==> src/spf_pkg.sv <==
// Constants, field layouts and state types for the four-mode serial port
package spf_pkg;

  ////////////////////////////////////////////////////////////////////////////
  // Register byte addresses (IRQ pair shared; others port 0, each further port adds PORT_STRIDE)
  localparam logic [7:0] ADDR_IRQ_STAT = 8'h80;
  localparam logic [7:0] ADDR_IRQ_MASK = 8'h84;
  localparam logic [7:0] ADDR_SCTL     = 8'h98;
  localparam logic [7:0] ADDR_SDATA    = 8'h9c;
  localparam logic [7:0] ADDR_CFG      = 8'ha0;
  localparam logic [7:0] PORT_STRIDE   = 8'h40;

  ////////////////////////////////////////////////////////////////////////////
  // serial_control bit positions and reset value
  localparam int SC_MODE_HI = 7;
  localparam int SC_MODE_LO = 6;
  localparam int SC_MP      = 5;
  localparam int SC_REN     = 4;
  localparam int SC_TB9     = 3;
  localparam int SC_RB9     = 2;
  localparam int SC_TI      = 1;
  localparam int SC_RI      = 0;
  localparam logic [7:0] SCTL_RESET = 8'h00;

  ////////////////////////////////////////////////////////////////////////////
  // Port configuration word: divisor, given and broadcast address, selects
  localparam int CFG_DIV_LSB   = 0;
  localparam int CFG_GIVEN_LSB = 8;
  localparam int CFG_BCAST_LSB = 16;
  localparam int CFG_FES       = 24;
  localparam int CFG_SWAP      = 25;
  localparam logic [31:0] CFG_RESET = 32'h00ff000c;

  ////////////////////////////////////////////////////////////////////////////
  // Interrupt status layout, per port
  localparam int STAT_TX = 0;
  localparam int STAT_RX = 1;
  localparam int STAT_FE = 2;
  localparam int STAT_W  = 3;

  ////////////////////////////////////////////////////////////////////////////
  // Timing: shift clock ratios and 16x oversampling
  localparam int M0_DIV_SLOW  = 12;
  localparam int M0_DIV_FAST  = 2;
  localparam int MODE2_OS_DIV = 2;
  localparam logic [3:0] OS_MID  = 4'h7;
  localparam logic [3:0] OS_LAST = 4'hf;

  ////////////////////////////////////////////////////////////////////////////
  // Modes and states
  typedef enum logic [1:0] {
    MODE_SHIFT = 2'b00,
    MODE_8VAR  = 2'b01,
    MODE_9FIX  = 2'b10,
    MODE_9VAR  = 2'b11
  } spf_mode_e;

  typedef enum logic [1:0] {
    TX_IDLE  = 2'b00,
    TX_START = 2'b01,
    TX_DATA  = 2'b10,
    TX_STOP  = 2'b11
  } spf_tx_e;

  typedef enum logic [1:0] {
    RX_IDLE  = 2'b00,
    RX_START = 2'b01,
    RX_DATA  = 2'b10,
    RX_STOP  = 2'b11
  } spf_rx_e;

  typedef enum logic [1:0] {
    M0_IDLE = 2'b00,
    M0_TX   = 2'b01,
    M0_RX   = 2'b10
  } spf_m0_e;

endpackage : spf_pkg

==> src/spf_top.sv <==
// Four-mode serial port: per-port engine and APB top with interrupts
//
// Overview of operation
// - One synchronous shift mode 0 and three asynchronous full-duplex modes.
// - Asynchronous transmitter and receiver run independently of each other.
// - In modes 1-3 the receiver keeps shifting a new byte while the previous one is unread.
// - One data address: writes load transmit, reads return separate receive.
// - Any write to the data buffer starts transmitting it, in every mode.
// - Pin swap select exchanges transmit and receive pins of the first port.
// - With frame error select set, control bit 7 is a sticky framing flag.
// - Mode 0 shift clock is system clock /12, or /2 with multiproc bit.
// - Mode 1 with multiproc bit: accept only stop=1 and address match.
// - Modes 2,3 with multiproc bit: accept only ninth=1 and address match.
// - Receive enable gates reception; mode 0 starts with enable=1, done=0.
// - Modes 2,3 send the transmit ninth bit; modes 0,1 ignore it.
// - Received ninth bit takes ninth bit or mode 1 stop, when accepted.
// - Transmit done sets after eighth bit or last data bit; software clears.
// - Receive done sets after eighth bit or accepted stop; software clears.
// - Enabled transmit or receive done raises the interrupt request.
// - Two identical port instances, each with own registers and pins.
`timescale 1ns/1ns

module spf_port (
  // Clock and reset
  input  wire logic        ref_clk,
  input  wire logic        reset,
  // Register access
  input  wire logic        wr_sctl,
  input  wire logic        wr_sdata,
  input  wire logic        wr_cfg,
  input  wire logic [31:0] wdata,
  output logic      [7:0]  sctl_rd,
  output logic      [7:0]  sdata_rd,
  output logic      [31:0] cfg_rd,
  output logic             pin_swap_select,
  // Serial lines, in the transmit-pin and receive-pin roles
  input  wire logic        rxd_in,
  output logic             txr_out,
  output logic             rxr_out,
  output logic             rxr_oe_n,
  // Event pulses
  output logic             ev_tx,
  output logic             ev_rx,
  output logic             ev_fe
);

  logic mode_hi_q, mode_lo_q, multiproc_enable_q, rx_enable_q;
  logic tx_ninth_bit_q, rx_ninth_bit_q;
  logic tx_done_flag_q, rx_done_flag_q, framing_error_flag_q;
  logic [31:0] cfg_q;
  logic [7:0]  rx_hold_q;
  spf_pkg::spf_mode_e mode;
  logic        fes, nine;

  assign mode = spf_pkg::spf_mode_e'({mode_hi_q, mode_lo_q});
  assign fes  = cfg_q[spf_pkg::CFG_FES];
  assign nine = mode_hi_q;

  ////////////////////////////////////////////////////////////////////////////
  // Oversampling tick for the asynchronous modes
  logic [7:0] baud_cnt_q;
  logic [7:0] os_per_m1;
  logic       tick;

  assign os_per_m1 = (mode == spf_pkg::MODE_9FIX) ?
                     8'(spf_pkg::MODE2_OS_DIV - 1) :
                     cfg_q[spf_pkg::CFG_DIV_LSB +: 8];
  assign tick = (baud_cnt_q >= os_per_m1);

  always_ff @(posedge ref_clk) begin
    if (reset || tick) begin
      baud_cnt_q <= 8'h00;
    end else begin
      baud_cnt_q <= baud_cnt_q + 8'h01;
    end
  end

  ////////////////////////////////////////////////////////////////////////////
  // Asynchronous transmitter
  spf_pkg::spf_tx_e tx_st_q;
  logic [8:0] tx_sh_q;
  logic [3:0] tx_bit_q, tx_os_q, bit_last;
  logic       tx_line_q, tx_fin;

  assign bit_last = nine ? 4'h8 : 4'h7;
  assign tx_fin   = tick && (tx_st_q == spf_pkg::TX_DATA) &&
                    (tx_os_q == spf_pkg::OS_LAST) && (tx_bit_q == bit_last);

  always_ff @(posedge ref_clk) begin
    if (reset) begin
      tx_st_q   <= spf_pkg::TX_IDLE;
      tx_sh_q   <= 9'h000;
      tx_bit_q  <= 4'h0;
      tx_os_q   <= 4'h0;
      tx_line_q <= 1'b1;
    end else if (wr_sdata && mode != spf_pkg::MODE_SHIFT) begin
      tx_st_q   <= spf_pkg::TX_START;
      tx_sh_q   <= {(nine ? tx_ninth_bit_q : 1'b1), wdata[7:0]};
      tx_bit_q  <= 4'h0;
      tx_os_q   <= 4'h0;
      tx_line_q <= 1'b0;
    end else if (tick && tx_st_q != spf_pkg::TX_IDLE) begin
      tx_os_q <= tx_os_q + 4'h1;
      if (tx_os_q == spf_pkg::OS_LAST) begin
        case (tx_st_q)
          spf_pkg::TX_START: begin
            tx_st_q   <= spf_pkg::TX_DATA;
            tx_line_q <= tx_sh_q[0];
            tx_sh_q   <= {1'b1, tx_sh_q[8:1]};
          end
          spf_pkg::TX_DATA: begin
            if (tx_bit_q == bit_last) begin
              tx_st_q   <= spf_pkg::TX_STOP;
              tx_line_q <= 1'b1;
            end else begin
              tx_bit_q  <= tx_bit_q + 4'h1;
              tx_line_q <= tx_sh_q[0];
              tx_sh_q   <= {1'b1, tx_sh_q[8:1]};
            end
          end
          spf_pkg::TX_STOP: tx_st_q <= spf_pkg::TX_IDLE;
          default:          tx_st_q <= spf_pkg::TX_IDLE;
        endcase
      end
    end
  end

  ////////////////////////////////////////////////////////////////////////////
  // Asynchronous receiver, independent of the transmitter
  spf_pkg::spf_rx_e rx_st_q;
  logic [8:0] rx_sh_q;
  logic [3:0] rx_bit_q, rx_os_q;
  logic       rx_prev_q, rx_fin;

  assign rx_fin = tick && (rx_st_q == spf_pkg::RX_STOP) &&
                  (rx_os_q == spf_pkg::OS_LAST);

  always_ff @(posedge ref_clk) begin
    if (reset) begin
      rx_prev_q <= 1'b1;
    end else begin
      rx_prev_q <= rxd_in;
    end
  end

  always_ff @(posedge ref_clk) begin
    if (reset) begin
      rx_st_q  <= spf_pkg::RX_IDLE;
      rx_sh_q  <= 9'h000;
      rx_bit_q <= 4'h0;
      rx_os_q  <= 4'h0;
    end else if (!rx_enable_q || mode == spf_pkg::MODE_SHIFT) begin
      rx_st_q <= spf_pkg::RX_IDLE;
    end else if (rx_st_q == spf_pkg::RX_IDLE) begin
      if (rx_prev_q && !rxd_in) begin
        rx_st_q <= spf_pkg::RX_START;
        rx_os_q <= 4'h0;
      end
    end else if (tick) begin
      rx_os_q <= rx_os_q + 4'h1;
      case (rx_st_q)
        spf_pkg::RX_START: begin
          if (rx_os_q == spf_pkg::OS_MID) begin
            rx_st_q  <= rxd_in ? spf_pkg::RX_IDLE : spf_pkg::RX_DATA;
            rx_os_q  <= 4'h0;
            rx_bit_q <= 4'h0;
          end
        end
        spf_pkg::RX_DATA: begin
          if (rx_os_q == spf_pkg::OS_LAST) begin
            rx_sh_q <= {rxd_in, rx_sh_q[8:1]};
            if (rx_bit_q == bit_last) begin
              rx_st_q <= spf_pkg::RX_STOP;
            end else begin
              rx_bit_q <= rx_bit_q + 4'h1;
            end
          end
        end
        spf_pkg::RX_STOP: begin
          if (rx_os_q == spf_pkg::OS_LAST) begin
            rx_st_q <= spf_pkg::RX_IDLE;
          end
        end
        default: rx_st_q <= spf_pkg::RX_IDLE;
      endcase
    end
  end

  ////////////////////////////////////////////////////////////////////////////
  // Acceptance filter for a finished asynchronous frame
  logic [7:0] rx_data;
  logic       rx_ninth, addr_match, accept_ok, rx_load_async;

  assign rx_data    = nine ? rx_sh_q[7:0] : rx_sh_q[8:1];
  assign rx_ninth   = nine ? rx_sh_q[8] : rxd_in;
  assign addr_match = (rx_data == cfg_q[spf_pkg::CFG_GIVEN_LSB +: 8]) ||
                      (rx_data == cfg_q[spf_pkg::CFG_BCAST_LSB +: 8]);
  assign accept_ok  = !multiproc_enable_q || (rx_ninth && addr_match);
  assign rx_load_async = rx_fin && accept_ok && !rx_done_flag_q;

  ////////////////////////////////////////////////////////////////////////////
  // Mode 0 shift engine: data on the receive pin, clock on the transmit pin
  spf_pkg::spf_m0_e m0_st_q;
  logic [7:0] m0_sh_q, m0_cnt_q, half_m1;
  logic [2:0] m0_bit_q;
  logic       m0_clk_q, m0_step, m0_fin, m0_rx_start;

  assign half_m1 = multiproc_enable_q ? 8'(spf_pkg::M0_DIV_FAST / 2 - 1) :
                                        8'(spf_pkg::M0_DIV_SLOW / 2 - 1);
  assign m0_step = (m0_cnt_q == half_m1);
  assign m0_fin  = (m0_st_q != spf_pkg::M0_IDLE) && m0_step && m0_clk_q &&
                   (m0_bit_q == 3'h7);
  assign m0_rx_start = (m0_st_q == spf_pkg::M0_IDLE) &&
                       (mode == spf_pkg::MODE_SHIFT) &&
                       rx_enable_q && !rx_done_flag_q;

  always_ff @(posedge ref_clk) begin
    if (reset) begin
      m0_st_q  <= spf_pkg::M0_IDLE;
      m0_sh_q  <= 8'h00;
      m0_cnt_q <= 8'h00;
      m0_bit_q <= 3'h0;
      m0_clk_q <= 1'b1;
    end else if (wr_sdata && mode == spf_pkg::MODE_SHIFT) begin
      m0_st_q  <= spf_pkg::M0_TX;
      m0_sh_q  <= wdata[7:0];
      m0_cnt_q <= 8'h00;
      m0_bit_q <= 3'h0;
      m0_clk_q <= 1'b0;
    end else if (m0_rx_start) begin
      m0_st_q  <= spf_pkg::M0_RX;
      m0_cnt_q <= 8'h00;
      m0_bit_q <= 3'h0;
      m0_clk_q <= 1'b0;
    end else if (m0_st_q != spf_pkg::M0_IDLE) begin
      if (!m0_step) begin
        m0_cnt_q <= m0_cnt_q + 8'h01;
      end else begin
        m0_cnt_q <= 8'h00;
        m0_clk_q <= ~m0_clk_q;
        if (!m0_clk_q && m0_st_q == spf_pkg::M0_RX) begin
          m0_sh_q <= {rxd_in, m0_sh_q[7:1]};
        end
        if (m0_clk_q && m0_st_q == spf_pkg::M0_TX) begin
          m0_sh_q <= {1'b0, m0_sh_q[7:1]};
        end
        if (m0_clk_q) begin
          m0_bit_q <= m0_bit_q + 3'h1;
        end
        if (m0_fin) begin
          m0_st_q  <= spf_pkg::M0_IDLE;
          m0_clk_q <= 1'b1;
        end
      end
    end
  end

  ////////////////////////////////////////////////////////////////////////////
  // Control register and configuration
  logic tx_set, rx_set;

  assign tx_set = tx_fin || (m0_fin && m0_st_q == spf_pkg::M0_TX);
  assign rx_set = rx_load_async ||
                  (m0_fin && m0_st_q == spf_pkg::M0_RX);

  always_ff @(posedge ref_clk) begin
    if (reset) begin
      mode_hi_q          <= spf_pkg::SCTL_RESET[spf_pkg::SC_MODE_HI];
      mode_lo_q          <= spf_pkg::SCTL_RESET[spf_pkg::SC_MODE_LO];
      multiproc_enable_q <= spf_pkg::SCTL_RESET[spf_pkg::SC_MP];
      rx_enable_q        <= spf_pkg::SCTL_RESET[spf_pkg::SC_REN];
      tx_ninth_bit_q     <= spf_pkg::SCTL_RESET[spf_pkg::SC_TB9];
    end else if (wr_sctl) begin
      if (!fes) begin
        mode_hi_q <= wdata[spf_pkg::SC_MODE_HI];
      end
      mode_lo_q          <= wdata[spf_pkg::SC_MODE_LO];
      multiproc_enable_q <= wdata[spf_pkg::SC_MP];
      rx_enable_q        <= wdata[spf_pkg::SC_REN];
      tx_ninth_bit_q     <= wdata[spf_pkg::SC_TB9];
    end
  end

  // Hardware set wins over a software write in the same cycle
  always_ff @(posedge ref_clk) begin
    if (reset) begin
      tx_done_flag_q <= spf_pkg::SCTL_RESET[spf_pkg::SC_TI];
    end else if (tx_set) begin
      tx_done_flag_q <= 1'b1;
    end else if (wr_sctl) begin
      tx_done_flag_q <= wdata[spf_pkg::SC_TI];
    end
  end

  always_ff @(posedge ref_clk) begin
    if (reset) begin
      rx_done_flag_q <= spf_pkg::SCTL_RESET[spf_pkg::SC_RI];
    end else if (rx_set) begin
      rx_done_flag_q <= 1'b1;
    end else if (wr_sctl) begin
      rx_done_flag_q <= wdata[spf_pkg::SC_RI];
    end
  end

  always_ff @(posedge ref_clk) begin
    if (reset) begin
      framing_error_flag_q <= 1'b0;
    end else if (ev_fe) begin
      framing_error_flag_q <= 1'b1;
    end else if (wr_sctl && fes) begin
      framing_error_flag_q <= wdata[spf_pkg::SC_MODE_HI];
    end
  end

  always_ff @(posedge ref_clk) begin
    if (reset) begin
      rx_ninth_bit_q <= spf_pkg::SCTL_RESET[spf_pkg::SC_RB9];
      rx_hold_q      <= 8'h00;
    end else if (rx_load_async) begin
      rx_ninth_bit_q <= rx_ninth;
      rx_hold_q      <= rx_data;
    end else if (rx_set) begin
      rx_hold_q <= m0_sh_q;
    end else if (wr_sctl) begin
      rx_ninth_bit_q <= wdata[spf_pkg::SC_RB9];
    end
  end

  always_ff @(posedge ref_clk) begin
    if (reset) begin
      cfg_q <= spf_pkg::CFG_RESET;
    end else if (wr_cfg) begin
      cfg_q <= wdata;
    end
  end

  ////////////////////////////////////////////////////////////////////////////
  // Read views, events and line roles
  assign sctl_rd  = {(fes ? framing_error_flag_q : mode_hi_q), mode_lo_q,
                     multiproc_enable_q, rx_enable_q, tx_ninth_bit_q,
                     rx_ninth_bit_q, tx_done_flag_q, rx_done_flag_q};
  assign sdata_rd = rx_hold_q;
  assign cfg_rd   = cfg_q;
  assign pin_swap_select = cfg_q[spf_pkg::CFG_SWAP];
  assign ev_tx    = tx_set;
  assign ev_rx    = rx_set;
  assign ev_fe    = rx_fin && !rxd_in;
  assign txr_out  = (mode == spf_pkg::MODE_SHIFT) ? m0_clk_q : tx_line_q;
  assign rxr_out  = m0_sh_q[0];
  assign rxr_oe_n = (m0_st_q != spf_pkg::M0_TX);

endmodule : spf_port

module spf_top #(
  parameter int NUM_PORTS = 2
) (
  // Clock and reset
  input  wire logic                 ref_clk,
  input  wire logic                 reset,
  // APB slave
  input  wire logic [7:0]           paddr,
  input  wire logic                 psel,
  input  wire logic                 penable,
  input  wire logic                 pwrite,
  input  wire logic [31:0]          pwdata,
  output logic      [31:0]          prdata,
  output logic                      pready,
  output logic                      pslverr,
  // Interrupt
  output logic                      irq,
  // Serial pins, one bit per port
  input  wire logic [NUM_PORTS-1:0] pin_tx_in,
  output logic      [NUM_PORTS-1:0] pin_tx_out,
  output logic      [NUM_PORTS-1:0] pin_tx_oe_n,
  input  wire logic [NUM_PORTS-1:0] pin_rx_in,
  output logic      [NUM_PORTS-1:0] pin_rx_out,
  output logic      [NUM_PORTS-1:0] pin_rx_oe_n
);

  localparam int SW = spf_pkg::STAT_W * NUM_PORTS;

  logic [NUM_PORTS-1:0] wr_sctl, wr_sdata, wr_cfg, ev_tx, ev_rx, ev_fe;
  logic [7:0]  sctl_rd  [NUM_PORTS];
  logic [7:0]  sdata_rd [NUM_PORTS];
  logic [31:0] cfg_rd   [NUM_PORTS];
  logic [SW-1:0] irq_stat_q, irq_mask_q, ev_all;
  logic [31:0] rd_word;
  logic        hit, acc_done, wr_done;

  ////////////////////////////////////////////////////////////////////////////
  // APB: one wait state, answer registered
  assign acc_done = psel && penable && pready;
  assign wr_done  = acc_done && pwrite;

  always_comb begin
    rd_word  = 32'h0000_0000;
    hit      = 1'b0;
    wr_sctl  = '0;
    wr_sdata = '0;
    wr_cfg   = '0;
    if (paddr == spf_pkg::ADDR_IRQ_STAT) begin
      hit     = 1'b1;
      rd_word = 32'(irq_stat_q);
    end
    if (paddr == spf_pkg::ADDR_IRQ_MASK) begin
      hit     = 1'b1;
      rd_word = 32'(irq_mask_q);
    end
    for (int i = 0; i < NUM_PORTS; i++) begin
      if (paddr == 8'(spf_pkg::ADDR_SCTL + i * spf_pkg::PORT_STRIDE)) begin
        hit        = 1'b1;
        rd_word    = 32'(sctl_rd[i]);
        wr_sctl[i] = wr_done;
      end
      if (paddr == 8'(spf_pkg::ADDR_SDATA + i * spf_pkg::PORT_STRIDE)) begin
        hit         = 1'b1;
        rd_word     = 32'(sdata_rd[i]);
        wr_sdata[i] = wr_done;
      end
      if (paddr == 8'(spf_pkg::ADDR_CFG + i * spf_pkg::PORT_STRIDE)) begin
        hit       = 1'b1;
        rd_word   = cfg_rd[i];
        wr_cfg[i] = wr_done;
      end
    end
  end

  always_ff @(posedge ref_clk) begin
    if (reset) begin
      pready  <= 1'b0;
      prdata  <= 32'h0000_0000;
      pslverr <= 1'b0;
    end else begin
      pready <= psel && penable && !pready;
      if (psel && penable && !pready) begin
        prdata  <= pwrite ? 32'h0000_0000 : rd_word;
        pslverr <= !hit;
      end
    end
  end

  ////////////////////////////////////////////////////////////////////////////
  // Interrupts: only bits already returned by the read are cleared
  always_ff @(posedge ref_clk) begin
    if (reset) begin
      irq_stat_q <= '0;
    end else if (acc_done && !pwrite && paddr == spf_pkg::ADDR_IRQ_STAT) begin
      irq_stat_q <= (irq_stat_q & ~prdata[SW-1:0]) | ev_all;
    end else begin
      irq_stat_q <= irq_stat_q | ev_all;
    end
  end

  always_ff @(posedge ref_clk) begin
    if (reset) begin
      irq_mask_q <= '0;
    end else if (wr_done && paddr == spf_pkg::ADDR_IRQ_MASK) begin
      irq_mask_q <= pwdata[SW-1:0];
    end
  end

  always_ff @(posedge ref_clk) begin
    if (reset) begin
      irq <= 1'b0;
    end else begin
      irq <= |(irq_stat_q & irq_mask_q);
    end
  end

  ////////////////////////////////////////////////////////////////////////////
  // Port instances with pin synchronisers and pin swap
  for (genvar i = 0; i < NUM_PORTS; i++) begin : g_port
    logic tx_meta_q, tx_sync_q, rx_meta_q, rx_sync_q;
    logic swap_sel, swapped, role_rx_in;
    logic txr_out, rxr_out, rxr_oe_n;

    always_ff @(posedge ref_clk) begin
      if (reset) begin
        tx_meta_q <= 1'b1;
        tx_sync_q <= 1'b1;
        rx_meta_q <= 1'b1;
        rx_sync_q <= 1'b1;
      end else begin
        tx_meta_q <= pin_tx_in[i];
        tx_sync_q <= tx_meta_q;
        rx_meta_q <= pin_rx_in[i];
        rx_sync_q <= rx_meta_q;
      end
    end

    assign swapped    = (i == 0) && swap_sel;
    assign role_rx_in = swapped ? tx_sync_q : rx_sync_q;

    assign ev_all[i*spf_pkg::STAT_W + spf_pkg::STAT_TX] = ev_tx[i];
    assign ev_all[i*spf_pkg::STAT_W + spf_pkg::STAT_RX] = ev_rx[i];
    assign ev_all[i*spf_pkg::STAT_W + spf_pkg::STAT_FE] = ev_fe[i];

    spf_port u_port (
      .ref_clk         (ref_clk),
      .reset           (reset),
      .wr_sctl         (wr_sctl[i]),
      .wr_sdata        (wr_sdata[i]),
      .wr_cfg          (wr_cfg[i]),
      .wdata           (pwdata),
      .sctl_rd         (sctl_rd[i]),
      .sdata_rd        (sdata_rd[i]),
      .cfg_rd          (cfg_rd[i]),
      .pin_swap_select (swap_sel),
      .rxd_in          (role_rx_in),
      .txr_out         (txr_out),
      .rxr_out         (rxr_out),
      .rxr_oe_n        (rxr_oe_n),
      .ev_tx           (ev_tx[i]),
      .ev_rx           (ev_rx[i]),
      .ev_fe           (ev_fe[i])
    );

    always_ff @(posedge ref_clk) begin
      if (reset) begin
        pin_tx_out[i]  <= 1'b1;
        pin_tx_oe_n[i] <= 1'b1;
        pin_rx_out[i]  <= 1'b1;
        pin_rx_oe_n[i] <= 1'b1;
      end else begin
        pin_tx_out[i]  <= swapped ? rxr_out : txr_out;
        pin_tx_oe_n[i] <= swapped ? rxr_oe_n : 1'b0;
        pin_rx_out[i]  <= swapped ? txr_out : rxr_out;
        pin_rx_oe_n[i] <= swapped ? 1'b0 : rxr_oe_n;
      end
    end
  end

endmodule : spf_top

==> config.mk <==
export PLATFORM = sky130hd
export DESIGN_NAME = spf_top
export DESIGN_NICKNAME = d
export VERILOG_FILES = /design/src/spf_pkg.sv /design/src/spf_top.sv
export SDC_FILE = /design/constraint.sdc
export NUM_CORES = 1
export LEC_CHECK = 0
export BUFFER_PORTS_ARGS = -buffer_cell sky130_fd_sc_hd__buf_4
export CORE_UTILIZATION = 55
export DETAILED_ROUTE_END_ITERATION = 8
export GPL_ROUTABILITY_DRIVEN = 0
export GPL_TIMING_DRIVEN = 0
export PLACE_DENSITY = 0.82
export SYNTH_ARGS = -nofsm -noshare
export SYNTH_HDL_FRONTEND = slang
export SYNTH_HIERARCHICAL = 1
export SYNTH_SLANG_ARGS = --single-unit
==> constraint.sdc <==
create_clock -name ref_clk -period 3 [get_ports ref_clk]
set_input_delay 0.15 -clock ref_clk [delete_from_list [all_inputs] [get_ports ref_clk]]
set_output_delay 0.15 -clock ref_clk [all_outputs]
set_load 0.005 [all_outputs]
==> flow_summary_export.csv <==
group,metric,value,unit
synthesis,ys_async_sr_fraction,0,%
pwr,leakagePower,6.606,nW
job,max-cap-violations,0,
global_routing,grt_pass1_vias,13150,
synthesis,synthCells,1669,
cells_and_area,drive_above_1_share,16.66,%
floorplan,die_width,167.9,um
route,vias,13440,
synthesis,syn-num-nets,1764,
pwr,irDropWorstVdd,0.0004002,V
timing,post-route-period-util,95.37,%
setup_path,worstPathArrival,3.30,ns
setup_path,worstSetupEndpointType,"flip-flop",
synthesis,synth_largest_area_cell,"dfxtp_1",
synthesis,yosysSeqAreaShare,39.56,%
setup_path,crit_fanout,10,
setup_path,rrSetupSlack,0.14,ns
clock_network,clock_sinks,299,
clock_network,htreeDepth,1,
placement,dp_cells,2098,
route,ant_nets,0,
timing,tightest_slew,0.8760,ns
min_path,hold_path.class,"input port to flip-flop",
pwr,combPwrFrac,4.7,%
pwr,intPower,0.006338,W
route,dr.pass1.iters,5,
clock_network,numCtsBuffers,31,
setup_path,worstPathCellList,"nand4_1, nand2b_1, nor2_1, clkbuf_1, clkbuf_2, mux2i_1, nor2_1",
clock_network,cts.clk_slew.worst_paths,0.07,ns
cells_and_area,design_area,0.01774,mm^2
setup_path,cp_slowest_cell,"dfxtp_1",
setup_path,crit_required,3.44,ns
global_routing,grt_overflow,0,
timing,slew_viol_final,0,
timing,hold_viol,0,
timing,period_minus_slack,2.861,ns
placement,port_buffers,88,
clock_network,worstSkewPairLatency,0.56,ns
timing,fin_skew,0.008819,ns
route,post-route-drc-count,0,
cells_and_area,fin_nets,1921,
timing,relSlewSlack,41.60,%
synthesis,netlist.area_leader.share,39.56,%
pwr,net-switching-power,0.001929,W
synthesis,yosys-top-cells-area,"dfxtp_1 40%, mux2i_1 10%, nor2_1 6.2%",
synthesis,synth_area,0.01513,mm^2
setup_path,cp-start-kind,"flip-flop",
route,drt_wl_total,44080,um
floorplan,fp-row-count,60,
floorplan,die_h,167.9,um
route,post_drt_wl_per_cell,20.13,um
setup_path,worst_path_largest_cell_delay,0.47,ns
timing,rsz0062_at_grt,"no",
synthesis,yosys_most_used_dff,"dfxtp_1",
placement,place_hpwl,31140,um
cells_and_area,diodes,0,
outcome,status,"complete, no violations",
timing,finalSetupViolations,0,
placement,dpl_cell_area,0.01622,mm^2
synthesis,yosys_warnings,6,
clock_network,cts_buffer_depth,3,
cells_and_area,areaGrowthSynthToFinish,17.25,%
route,vias_per_cell,6.139,
timing,max_clock_freq,349.5,MHz
synthesis,synth.most_common_cell,"dfxtp_1",
pwr,finalPower,0.008267,W
cells_and_area,final_cell_count_no_fill,2190,
pwr,pwr-share-clk,46.9,%
global_routing,grt_max_degree,18,
clock_network,cts_tree,"done",
global_routing,grtUsageTotal,30.76,%
global_routing,antenna_found_initial,0,
route,drt_iter0_drc,1507,
setup_path,timing_worst_setup_path_type,"flip-flop to flip-flop",
setup_path,cp_common_cell,"nor2_1",
floorplan,die-area,0.02818,mm^2
floorplan,coreArea,0.02695,mm^2
global_routing,grt_pass1_wl,69170,um
floorplan,initial_core_util,56.15,%
pwr,power_density,466.0,mW/mm^2
pwr,power_frac_seq,48.4,%
pwr,swShare,23.33,%
synthesis,synth_common_cells,"299 x dfxtp_1, 250 x nor2_1, 152 x mux2i_1, 106 x nand2_1, 66 x clkbuf_1",
cells_and_area,fin_util,65.83,%
synthesis,ys_ff_latch,299,
synthesis,yosysUniqueCellTypes,94,
synthesis,syn_avg_cell_area,9.067,um^2
clock_network,cts_root_buf,"clkbuf_16",
timing,fin_tns_setup,0,ns
floorplan,top_level_ports,92,
synthesis,synth_edf_count,0,
==> worst max-delay path: cells and delay by family (launching register included) <==
family / cells / cell delay [ns]
buffers and inverters: 2 / 0.89
AND/OR/NAND/NOR: 4 / 1.09
flip-flops: 1 / 0.47
multiplexers: 1 / 0.28
==> path summary, 6_finish.rpt <==
check | from | endpoint | depth (start not counted)
setup / recovery | pready | g_port[0].u_port/cfg_rd[13] | 7
hold / removal | pwrite | prdata[18] | 4
setup reg to reg | pready | g_port[0].u_port/cfg_rd[13] | 7
hold reg to reg | g_port[0].rx_meta_q | g_port[0].rx_sync_q | 1
==> kinds of logic (layout without fill, tap and decap cells) <==
| kind of cell | Yosys count | after routing | synth area share [%] |
|---|---|---|---|
| flops | 299 | 299 | 39.56 |
| mux | 200 | 200 | 13.77 |
| xor+xnor | 83 | 83 | 4.804 |
| compound gates | 289 | 289 | 13.89 |
| fa+ha+maj | 46 | 46 | 3.804 |
| simple gates | 606 | 606 | 19.60 |
| buf+inv | 146 | 326 | 4.581 |
==> cells in the final DEF, fill, tap and decap left out, types with 36 or more instances in the layout <==
cell type	instances
xor2_1	42
nor2_1	249
a211oi_1	41
dlygate4sd3_1	36
buf_4	115
mux2_2	43
nand2_1	106
xnor2_1	41
nand3_1	48
clkbuf_1	63
ha_1	46
a21oi_1	54
a22oi_1	36
mux2i_1	152
dfxtp_1	298
==> metal layers <==
layer | part of all wire [%] | track usage, % | vias up
met4 | 4.9 | 15.36 | 0
met3 | 7.3 | 3.808 | 130
met2 | 46 | 50.89 | 600
li1 | - | - | 6242
met1 | 42 | 39.66 | 6472
met5 | 0 | 0 | -
==> power by group through the flow <==
stage	registers (W)	clock network (W)	logic [W]
2_1_floorplan	0.00409	0	0.000162
3_3_place_gp	0.00409	0	0.000327
3_5_place_dp	0.00409	0	0.000332
4_1_cts	0.00400	0.00391	0.000374
5_1_grt	0.00400	0.00408	0.000407
6_report	0.00401	0.00387	0.000387
==> per-stage QoR <==
stage / hold WS, ns / setup slack, ns
4_1_cts: 0.05081 / -0.005120
3_3_place_gp: 0.3357 / -0.4480
5_1_grt: 0.06184 / 0.01933
6_report: 0.06628 / 0.1390
2_1_floorplan: 0.1777 / 0.1295
3_5_place_dp: 0.3361 / -0.5408
==> final cells by class <==
class / instances / area, um^2
Buffer: 114 / 593.1
Tap cell: 341 / 426.7
Multi-Input combinational cell: 1224 / 8561
Sequential cell: 299 / 5987
Timing Repair Buffer: 128 / 1051
Fill cell: 2080 / 9209
Clock buffer: 37 / 818.3
Clock inverter: 19 / 200.2
Inverter: 28 / 105.1
==> registers in the layout, indices dropped and copies added, names as in the netlist, 4 cells and up <==
register	flops
g_port.u_port/rx_sh_q	18
irq_mask_q	6
g_port.u_port/baud_cnt_q	16
g_port.u_port/rx_os_q	8
g_port.u_port/m0_sh_q	16
irq_stat_q	6
g_port.u_port/tx_sh_q	18
g_port.u_port/m0_bit_q	6
g_port.u_port/rx_bit_q	8
g_port.u_port/tx_os_q	8
g_port.u_port/rx_st_q	4
g_port.u_port/sdata_rd	16
g_port.u_port/m0_cnt_q	16
g_port.u_port/tx_bit_q	8
prdata	32
g_port.u_port/m0_st_q	4
g_port.u_port/cfg_rd	64
g_port.u_port/tx_st_q	4
==> repair_timing <==
action                     4_1_cts  5_1_grt
gates resized for setup         18       15
hold buffers                    36        0
setup buffers                    2        2
hold endpoints to repair        80        0
setup endpoints to repair       94       74
pin swaps                        2        3
Power figures use the tool's default switching activity.
